File: src/inc/sep_pkg.sv
// Package for the serial EEPROM port block: timing counts, command layout and carrier types
package sep_pkg;
  // Clock and timing
  localparam int CLK_NS = 40;
  localparam int SELECT_LOW_MIN_NS = 200;
  localparam int SELECT_LOW_MIN_CYC = (SELECT_LOW_MIN_NS + CLK_NS - 1) / CLK_NS;
  localparam int WRITE_TIME_MS = 5;
  localparam int WRITE_TIME_CYC_DEF = (WRITE_TIME_MS * 1000000) / CLK_NS;
  // Array geometry
  localparam int ADDR_W = 6;
  localparam int DATA_W = 16;
  localparam int WORDS = 64;
  localparam int HDR_W = 2 + ADDR_W;
  localparam logic [DATA_W-1:0] ERASED_WORD = 16'hffff;
  // Opcodes
  localparam logic [1:0] OP_EXT = 2'h0;
  localparam logic [1:0] OP_WRITE = 2'h1;
  localparam logic [1:0] OP_READ = 2'h2;
  localparam logic [1:0] OP_ERASE = 2'h3;
  // Extended codes in the top two address bits
  localparam logic [1:0] EXT_DISABLE = 2'h0;
  localparam logic [1:0] EXT_WRALL = 2'h1;
  localparam logic [1:0] EXT_ERALL = 2'h2;
  localparam logic [1:0] EXT_ENABLE = 2'h3;

  typedef enum logic [2:0] {
    SEP_IDLE, SEP_HEADER, SEP_DATA_IN, SEP_READ_OUT, SEP_ARMED, SEP_DONE
  } sep_state_e;

  typedef struct packed {
    logic [1:0] opcode;
    logic [ADDR_W-1:0] addr;
  } sep_hdr_s;

  // Pending programming job
  typedef struct packed {
    logic all;
    logic erase;
    logic [ADDR_W-1:0] addr;
    logic [DATA_W-1:0] data;
  } sep_job_s;
endpackage

File: src/hw/sep_port.sv
// Serial EEPROM port: bit sequencer, ready/busy status and a modelled cell array
`timescale 1ns/100ps
module sep_port
  import sep_pkg::*;
#(
  parameter int WRITE_TIME_CYC = WRITE_TIME_CYC_DEF
) (
  // Clock and reset
  input wire logic CLK,
  input wire logic RST_B,
  // Serial pins
  input wire logic CHIP_SELECT,
  input wire logic SERIAL_CLOCK_PIN,
  input wire logic SERIAL_DATA_IN_PIN,
  output logic SERIAL_DATA_OUT,
  output logic SERIAL_DATA_OUT_EN,
  // Status
  output logic WRITE_BUSY
);
  // Three-stage sync per pin
  logic [2:0] cs_sync, sk_sync, di_sync;
  logic cs_lvl, sk_lvl;
  logic [SELECT_LOW_MIN_CYC:0] cs_low_cnt;
  logic [31:0] busy_cnt;
  logic write_en, busy, status_show;
  logic [4:0] bit_cnt;
  logic [HDR_W-1:0] hdr_sr;
  logic [DATA_W-1:0] data_sr;
  logic [ADDR_W-1:0] rd_addr;
  logic dout;
  logic job_valid;
  sep_job_s job;
  sep_state_e state;
  logic [DATA_W-1:0] mem [WORDS];

  // Pin levels and edges after the synchronisers
  wire cs_agree = cs_sync[2] == cs_sync[1];
  wire sk_agree = sk_sync[2] == sk_sync[1];
  wire cs_rise = cs_agree && cs_sync[1] && !cs_lvl;
  wire cs_fall = cs_agree && !cs_sync[1] && cs_lvl;
  wire sk_rise = sk_agree && sk_sync[1] && !sk_lvl && cs_lvl;
  wire di_bit = di_sync[2];
  // Deselect lasted long enough to show status
  wire cs_low_ok = cs_low_cnt >= (SELECT_LOW_MIN_CYC + 1)'(SELECT_LOW_MIN_CYC);
  // Start bit counts only while the array is idle
  wire start_ok = di_bit && !busy;
  wire sep_hdr_s hdr_next = {hdr_sr[HDR_W-2:0], di_bit};
  wire hdr_last = (state == SEP_HEADER) && (bit_cnt == 5'(HDR_W - 1));
  wire rd_cmd = hdr_next.opcode == OP_READ;
  wire is_ext = hdr_next.opcode == OP_EXT;
  wire [1:0] ext_code = hdr_next.addr[ADDR_W-1 -: 2];
  wire wants_data = (hdr_next.opcode == OP_WRITE) || (is_ext && ext_code == EXT_WRALL);
  wire is_erase = (hdr_next.opcode == OP_ERASE) || (is_ext && ext_code == EXT_ERALL);
  wire [DATA_W-1:0] data_next = {data_sr[DATA_W-2:0], di_bit};
  wire data_last = bit_cnt == 5'(DATA_W - 1);
  wire busy_done = busy && (busy_cnt == 32'(WRITE_TIME_CYC - 1));

  // Shared output pin: read bits or ready/busy level
  assign SERIAL_DATA_OUT_EN = cs_lvl && ((state == SEP_READ_OUT) || status_show);
  assign SERIAL_DATA_OUT = (state == SEP_READ_OUT) ? dout : !busy;
  assign WRITE_BUSY = busy;

  always_ff @(posedge CLK or negedge RST_B) begin
    if (!RST_B) begin
      cs_sync <= 3'h0;
      sk_sync <= 3'h0;
      di_sync <= 3'h0;
      cs_lvl <= 1'b0;
      sk_lvl <= 1'b0;
    end else begin
      cs_sync <= {cs_sync[1:0], CHIP_SELECT};
      sk_sync <= {sk_sync[1:0], SERIAL_CLOCK_PIN};
      di_sync <= {di_sync[1:0], SERIAL_DATA_IN_PIN};
      if (cs_agree) begin
        cs_lvl <= cs_sync[1];
      end
      if (sk_agree) begin
        sk_lvl <= sk_sync[1];
      end
    end
  end

  // Select-low interval timer, saturating
  always_ff @(posedge CLK or negedge RST_B) begin
    if (!RST_B) begin
      cs_low_cnt <= '0;
    end else if (cs_lvl) begin
      cs_low_cnt <= '0;
    end else if (!cs_low_ok) begin
      cs_low_cnt <= cs_low_cnt + 1'b1;
    end
  end

  // Programming timer
  always_ff @(posedge CLK or negedge RST_B) begin
    if (!RST_B) begin
      busy <= 1'b0;
      busy_cnt <= '0;
    end else if (busy_done) begin
      busy <= 1'b0;
      busy_cnt <= '0;
    end else if (busy) begin
      busy_cnt <= busy_cnt + 1'b1;
    end else if (cs_fall && job_valid) begin
      busy <= 1'b1;
    end
  end

  // Cell array update at end of programming
  always_ff @(posedge CLK) begin
    if (busy_done) begin
      for (int i = 0; i < WORDS; i++) begin
        if (job.all || job.addr == ADDR_W'(i)) begin
          mem[i] <= job.erase ? ERASED_WORD : job.data;
        end
      end
    end
  end

  // Bit sequencer
  always_ff @(posedge CLK or negedge RST_B) begin
    if (!RST_B) begin
      state <= SEP_IDLE;
      bit_cnt <= '0;
      hdr_sr <= '0;
      data_sr <= '0;
      rd_addr <= '0;
      dout <= 1'b0;
      write_en <= 1'b0;
      job_valid <= 1'b0;
      job <= '0;
      status_show <= 1'b0;
    end else if (!cs_lvl) begin
      state <= SEP_IDLE;
      bit_cnt <= '0;
      // Job handed to the timer on the fall; arm the status display
      if (job_valid) begin
        job_valid <= 1'b0;
        status_show <= 1'b1;
      end
      if (cs_rise && status_show && !cs_low_ok) begin
        status_show <= 1'b0; // deselect too short, no status
      end
    end else if (sk_rise) begin
      case (state)
        SEP_IDLE: begin
          if (start_ok) begin
            state <= SEP_HEADER;
            status_show <= 1'b0;
          end
        end
        SEP_HEADER: begin
          hdr_sr <= hdr_next;
          bit_cnt <= bit_cnt + 1'b1;
          // Command decode on the last address bit
          if (hdr_last) begin
            bit_cnt <= '0;
            state <= SEP_DONE;
            if (rd_cmd) begin
              state <= SEP_READ_OUT;
              rd_addr <= hdr_next.addr;
              data_sr <= mem[hdr_next.addr];
              dout <= 1'b0;
            end else if (is_ext && ext_code == EXT_ENABLE) begin
              write_en <= 1'b1;
            end else if (is_ext && ext_code == EXT_DISABLE) begin
              write_en <= 1'b0;
            end else if (wants_data) begin
              state <= SEP_DATA_IN;
            end else if (is_erase && write_en) begin
              job_valid <= 1'b1;
              job <= '{all: is_ext, erase: 1'b1, addr: hdr_next.addr, data: ERASED_WORD};
            end
          end
        end
        SEP_DATA_IN: begin
          data_sr <= data_next;
          bit_cnt <= bit_cnt + 1'b1;
          if (data_last) begin
            state <= SEP_DONE;
            if (write_en) begin
              job_valid <= 1'b1;
              job <= '{all: hdr_sr[HDR_W-1 -: 2] == OP_EXT, erase: 1'b0, addr: hdr_sr[ADDR_W-1:0],
                       data: data_next};
            end
          end
        end
        SEP_READ_OUT: begin
          dout <= data_sr[DATA_W-1];
          bit_cnt <= bit_cnt + 1'b1;
          if (data_last) begin
            bit_cnt <= '0;
            rd_addr <= rd_addr + 1'b1;
            data_sr <= mem[rd_addr + 1'b1];
          end else begin
            data_sr <= {data_sr[DATA_W-2:0], 1'b0};
          end
        end
        SEP_DONE: begin
          state <= SEP_DONE;
        end
        default: begin
          state <= SEP_IDLE;
        end
      endcase
    end
  end
endmodule

File: config.mk
export PLATFORM = sky130hd
export DESIGN_NAME = sep_port
export DESIGN_NICKNAME = d
export VERILOG_FILES = /design/src/inc/sep_pkg.sv /design/src/hw/sep_port.sv
export SDC_FILE = /design/constraint.sdc
export NUM_CORES = 2
export LEC_CHECK = 0
export BUFFER_PORTS_ARGS = -buffer_cell sky130_fd_sc_hd__buf_2
export CORE_ASPECT_RATIO = 1.4
export CORE_MARGIN = 2
export CORE_UTILIZATION = 55
export CTS_CLUSTER_SIZE = 28
export DETAILED_ROUTE_END_ITERATION = 7
export GPL_ROUTABILITY_DRIVEN = 0
export PLACE_DENSITY = 0.68
export RECOVER_POWER = 100
export SETUP_SLACK_MARGIN = 0.2
export SYNTH_ARGS = -nofsm -noshare
export SYNTH_HDL_FRONTEND = slang
export SYNTH_SLANG_ARGS = --single-unit
File: constraint.sdc
create_clock -name CLK -period 7.9 [get_ports CLK]
set_input_delay 1.58 -clock CLK [delete_from_list [all_inputs] [get_ports CLK]]
set_output_delay 1.58 -clock CLK [all_outputs]
set_load 0.01 [all_outputs]
## Yosys cells after proc, flatten, opt, wreduce, memory -nomap -nowiden

Memories as Yosys holds them, arrays and structs flattened.
Index checks and enable logic that the tools add are counted.

- Flip-flop bits (word level): 116
- Bits in writable memories: 1024
- Bits of input ports: 5
- Output and inout bits: 3
- Word-level logic and storage cells: 499
- Memories: 1

- Add/subtract/negate cells: 4
- $lt $le $gt $ge: 1
- Equal/unequal tests: 104
- Mux-type cells: 255
- Bitwise operators: 1
- Reduce and logical (&&, ||, !) cells: 112

Memory list:

| name | depth | width | rd ports | clocked after Yosys merged registers in | write ports | line | source |
|---|---|---|---|---|---|---|---|
| mem | 64 | 16 | 2 | 0 | 64 | sep_port.sv:34 | `logic [DATA_W-1:0] mem [WORDS];` |

Operator list:

| kind | number |
|---|---|
| 2-to-1 mux 1 bit | 216 |
| equality test 6 bit, second input constant | 32 |
| 2-to-1 mux 24 bit | 8 |
| equality test 6 x 5 -> 1 bit, second input constant | 16 |
| logical OR 1 bit | 67 |
| 2-to-1 mux 16 bit | 4 |
| 2-to-1 mux 32 bit | 2 |
| equality test 6 x 4 -> 1 bit, second input constant | 8 |
| case mux 16 bit (3 select lines) | 1 |
| case mux 24 bit (2 select lines) | 1 |
| adder 32 x 1 -> 32 bit, second input constant | 1 |
| equality test 32 x 17 -> 1 bit, second input constant | 1 |
| 2-to-1 mux 6 bit | 5 |
| 2-to-1 mux 3 bit | 9 |
| equality test 6 x 3 -> 1 bit, second input constant | 4 |
| != test 3 bit, second input constant | 8 |
| != test 2 bit, second input constant | 11 |
| 2-to-1 mux 5 bit | 4 |
| logical AND 1 bit | 19 |
| case mux 3 bit (5 select lines) | 1 |
| case mux 5 bit (3 select lines) | 1 |
| AND reduction 5 bit | 3 |
| adder 6 x 1 -> 6 bit, second input constant | 2 |
| equality test 6 x 2 -> 1 bit, second input constant | 2 |
| other kinds (30) | 51 |

## Depth between registers and ports, before layout

- Depth after elaboration: 13
- Depth in mapped cells: 11
- Depth with buffers taken out: 10

## Least setup slack after synthesis

No wires, ideal clock.

- Path kind: reg-to-output
- Start: register state[1]
- End: output port SERIAL_DATA_OUT
- Data arrival time: 1.617 ns
- Data required time: 6.320 ns
- Setup slack: 4.703 ns
- Stages on the path, launching flop included: 8
- Path buffers: 4
- Cell sequence: dfrtp_1 buf_2 nor2b_1 clkbuf_1 clkbuf_1 nand2_1 clkbuf_1 a21oi_1

- Word-level cells in the longest chain between the ends: 2

Ends and longest elaborated chain:

| what | line | source |
|---|---|---|
| start: declaration | sep_port.sv:33 | `sep_state_e state;` |
| start signal: assignment | sep_port.sv:123 | `state <= SEP_IDLE;` |
| start signal: assignment | sep_port.sv:134 | `state <= SEP_IDLE;` |
| start signal: assignment | sep_port.sv:148 | `state <= SEP_HEADER;` |
| equality test 3 x 2 -> 1 bit | sep_port.sv:60 | `assign SERIAL_DATA_OUT = (state == SEP_READ_OUT) ? dout : !busy;` |
| 2-to-1 mux 1 bit | sep_port.sv:60 |  |
| end: declaration | sep_port.sv:15 | `output logic SERIAL_DATA_OUT,` |

No other way between the ends.

## Worst setup path in the final report

- Start: register di_sync[2]
- End: register data_sr[15]

- Word-level cells in the longest chain between the ends: 4

Ends and longest elaborated chain:

| what | line | source |
|---|---|---|
| start: declaration | sep_port.sv:21 | `logic [2:0] cs_sync, sk_sync, di_sync;` |
| start signal: assignment | sep_port.sv:73 | `di_sync <= {di_sync[1:0], SERIAL_DATA_IN_PIN};` |
| memory read (64 x 16 bit) | - |  |
| 2-to-1 mux 16 bit | sep_port.sv:159 | `if (rd_cmd) begin` |
| 2-to-1 mux 16 bit | sep_port.sv:156 | `if (hdr_last) begin` |
| case mux 16 bit (3 select lines) | sep_port.sv:145 | `case (state)` |
| end signal: assignment | sep_port.sv:162 | `data_sr <= mem[hdr_next.addr];` |
| end signal: assignment | sep_port.sv:177 | `data_sr <= data_next;` |
| end signal: assignment | sep_port.sv:194 | `data_sr <= mem[rd_addr + 1'b1];` |
| end: declaration | sep_port.sv:28 | `logic [DATA_W-1:0] data_sr;` |

No other way between the ends. The select of a mux whose other input is x is not followed.
A chain may end at the register's enable or synchronous reset.

==> results_dict.tcl <==
set metrics [dict create \
    grt.overflow.total 0 \
    yosysMostFrequentCell "edfxtp_1" \
    met2_length_microns 79380 \
    relSlewSlack -1.709 \
    report.final.slew_viol_count 2123 \
    power.total_mw 12.10 \
    crit_buf_inv 2 \
    routed_wirelength_microns 174200 \
    drive_above_1_share 0.2380 \
    status "complete, but fails checks" \
    startpoint_type "register" \
    numClockSinks 1140 \
    path_max_fanout 83 \
    coreArea_sq_um 97840 \
    start_util 0.5528 \
    drtIter0Drc 4931 \
    crit_arrival_ns 6.69 \
    cts_buffers 106 \
    cts_tree "built" \
    violations "DRC, capacitance limit, slew limit" \
    synth_cell_types 79 \
    synth_top_area_share 0.5685 \
    postCtsHoldBufs 0 \
    tightest_slew_ns 4.064 \
    switching_share 0.2108 \
    drc 19 \
    post_cts_buffers 0 \
    yosys.area.top_type "edfxtp_1" \
    drv_cap 81 \
    syn_area_sq_um 54090 \
    fin_crit_sh 0.7726 \
    p_per_area_nw_per_um2 205.3 \
    ys.flop_type "edfxtp_1" \
    htree_levels 3 \
    skew_ns 0.02779 \
    dieArea_sq_um 100900 \
    fin_setup_tns_ns 0 \
    rsz0062_at_grt "no" \
    vias_per_cell 7.359 \
    clk_path_buf_depth 3 \
    p_clk_frac 0.438 \
    max_freq_ghz 0.1638 \
    die_h_microns 375.0 \
    wl_met1_microns 55550 \
    grt_max_degree 94 \
    grt_pass1_wl_microns 245800 \
    crit_required_ns 8.49 \
    power.share.sequential 0.539 \
    synth-edff-count 1024 \
    dieWidth_microns 269.0 \
    root_buffer "clkbuf_16" \
    antenna_found_initial 18 \
    combPwrFrac 0.023 \
    ir_worst_vdd_uv 183.2 \
    ys_async_sr_fraction 0.1018 \
    io_buffers 7 \
    routed.top_layer "met5" \
    wl_met3_microns 20960 \
    synth_nets 3237 \
    cts_resized 0 \
    ys_top_cells_by_count "edfxtp_1, mux4_2, nor2_1" \
    vias 34052 \
    power_switching_mw 2.552 \
    row_count 136 \
    ant_nets 0 \
    critPathTopFamily "flip-flops" \
    fin_crit_ns 6.104 \
    io_pins 8 \
    wl_per_cell_microns 37.64 \
    grt_pass1_vias 33703 \
    endpoint_kind "register" \
    ys_seq_area_frac 0.6222 \
    ys_seq_elements 1140 \
    groute.usage.overall 0.3505 \
    cpMaxStageDelayCell "dfrtp_1" \
    hold_viol 0 \
    internal-power_mw 9.553 \
    slowest_delay_ns 1.92 \
    fillers 7135 \
    yosysWarnings 0 \
    path_class "reg -> reg" \
    syn_area_per_cell_sq_um 16.79 \
    syn_to_final_growth_pct 9.018 \
    syn-instance-count 3221 \
    p_leak_nw 15.68 \
    ys_top_cells_by_area "edfxtp_1, mux4_2, dfrtp_1, mux2i_1, nor2_1" \
    clk_pin_slew_worst_paths_ns 0.07 \
    firstDrtPassIters 8 \
    insertion_delay_ns 0.72 \
    setup_viol 0 \
    hpwl_microns 108800 \
    hold_path_class "reg -> reg" \
    nets 3239 \
    worstPathCellList "buf_12 > clkbuf_2 > mux4_2 > a32oi_1 > o21ai_0 > a211oi_1 > o32a_1 > o31ai_1" \
]
final timing paths:
kind	from	end	slack, ns	cells after the start
min in group asynchronous	RST_B	di_sync[2]$_DFF_PN0_	2.17	1
max in group asynchronous	RST_B	hdr_sr[0]$_DFFE_PN0P_	2.37	2
min	di_sync[1]$_DFF_PN0_	di_sync[2]$_DFF_PN0_	0.35	0
min reg2reg	di_sync[1]$_DFF_PN0_	di_sync[2]$_DFF_PN0_	0.35	0
max	di_sync[2]$_DFF_PN0_	data_sr[15]$_DFFE_PN0P_	1.80	8
max reg2reg	di_sync[2]$_DFF_PN0_	data_sr[15]$_DFFE_PN0P_	1.80	8
metrics by stage:
step                      setup WS, ns  instance area [sq um]    util  hold WS, ns  cells
after floorplan                  4.703                  54090       -       0.3312   3221
after global placement           3.198                  55720  0.5695       0.3324   4425
after detailed placement         3.144                  55720  0.5695       0.3347   4425
after CTS                        3.138                  59290  0.6060       0.3470   4621
after global routing             1.615                  58960  0.6026       0.3586   4625
final                            1.796                  58960  0.6026       0.3460   4627
metal layers:
layer	global-route usage	up-vias
met5	0.004914	-
met4	0.2797	22
met3	0.1056	805
met2	0.5326	2547
met1	0.4144	17399
li1	-	13279
power groups by stage:
stage,combinational (mW),sequential [mW],clock (mW)
final,0.281,6.52,5.30
after global routing,0.293,6.52,5.56
after CTS,0.279,6.52,5.34
after detailed placement,0.278,6.65,0
after global placement,0.273,6.65,0
after floorplan,0.204,6.63,0
registers in the layout, indices dropped and copies added, names as in the netlist, 3 cells and up:
name,flops
rd_addr,6
mem,1024
busy_cnt,32
cs_low_cnt,6
data_sr,16
job,24
di_sync,3
cs_sync,3
sk_sync,3
state,3
bit_cnt,5
hdr_sr,8
area by class of cell:
type                       instances  area, sq um  share of cell area
antenna                            5        12.51           0.0002122
clock buffer                     123         2736             0.04641
clock inverter                    73        834.6             0.01415
inverter                          21        78.83            0.001337
multi-input combinational       1822        19230              0.3261
sequential                      1140        33670              0.5710
tap                             1311         1640             0.02782
timing repair buffer             132        765.7             0.01299
cell families (layout without fill, tap and decap cells):
| group | count (synthesis) | after routing | synth area share |
|---|---|---|---|
| AOI/OAI and AO/OA | 482 | 482 | 0.05908 |
| xor gates and xnor gates | 40 | 40 | 0.006825 |
| adders and majority gates | 11 | 11 | 0.002545 |
| buffers and inverters | 259 | 349 | 0.02642 |
| DFF | 1140 | 1140 | 0.6222 |
| muxes | 675 | 675 | 0.2303 |
| other | 0 | 5 | 0 |
| and+or+nand+nor | 614 | 614 | 0.05261 |
worst reg2reg max path: stages, from the launching register on:
cell	delay (ns)
dfrtp_1	1.92
buf_12	0.60
clkbuf_2	1.45
mux4_2	0.71
a32oi_1	0.19
o21ai_0	0.43
a211oi_1	0.41
o32a_1	0.19
o31ai_1	0.08
cells in the final DEF (no fill, tap or decap), drive strengths merged, types with 22 or more instances in the layout:
cell type,n
mux2i,196
mux4,453
nand3,58
a221oi,48
edfxtp,1024
nor2b,22
clkinv,37
dfrtp,116
nor3,30
mux2,26
a22oi,46
a21oi,143
clkbuf,202
xnor2,26
o21ai,66
a31oi,41
buf,53
nor2,199
nand2,182
inv,31
a211oi,30
Note: power is estimated with default switching activity, not from simulation.
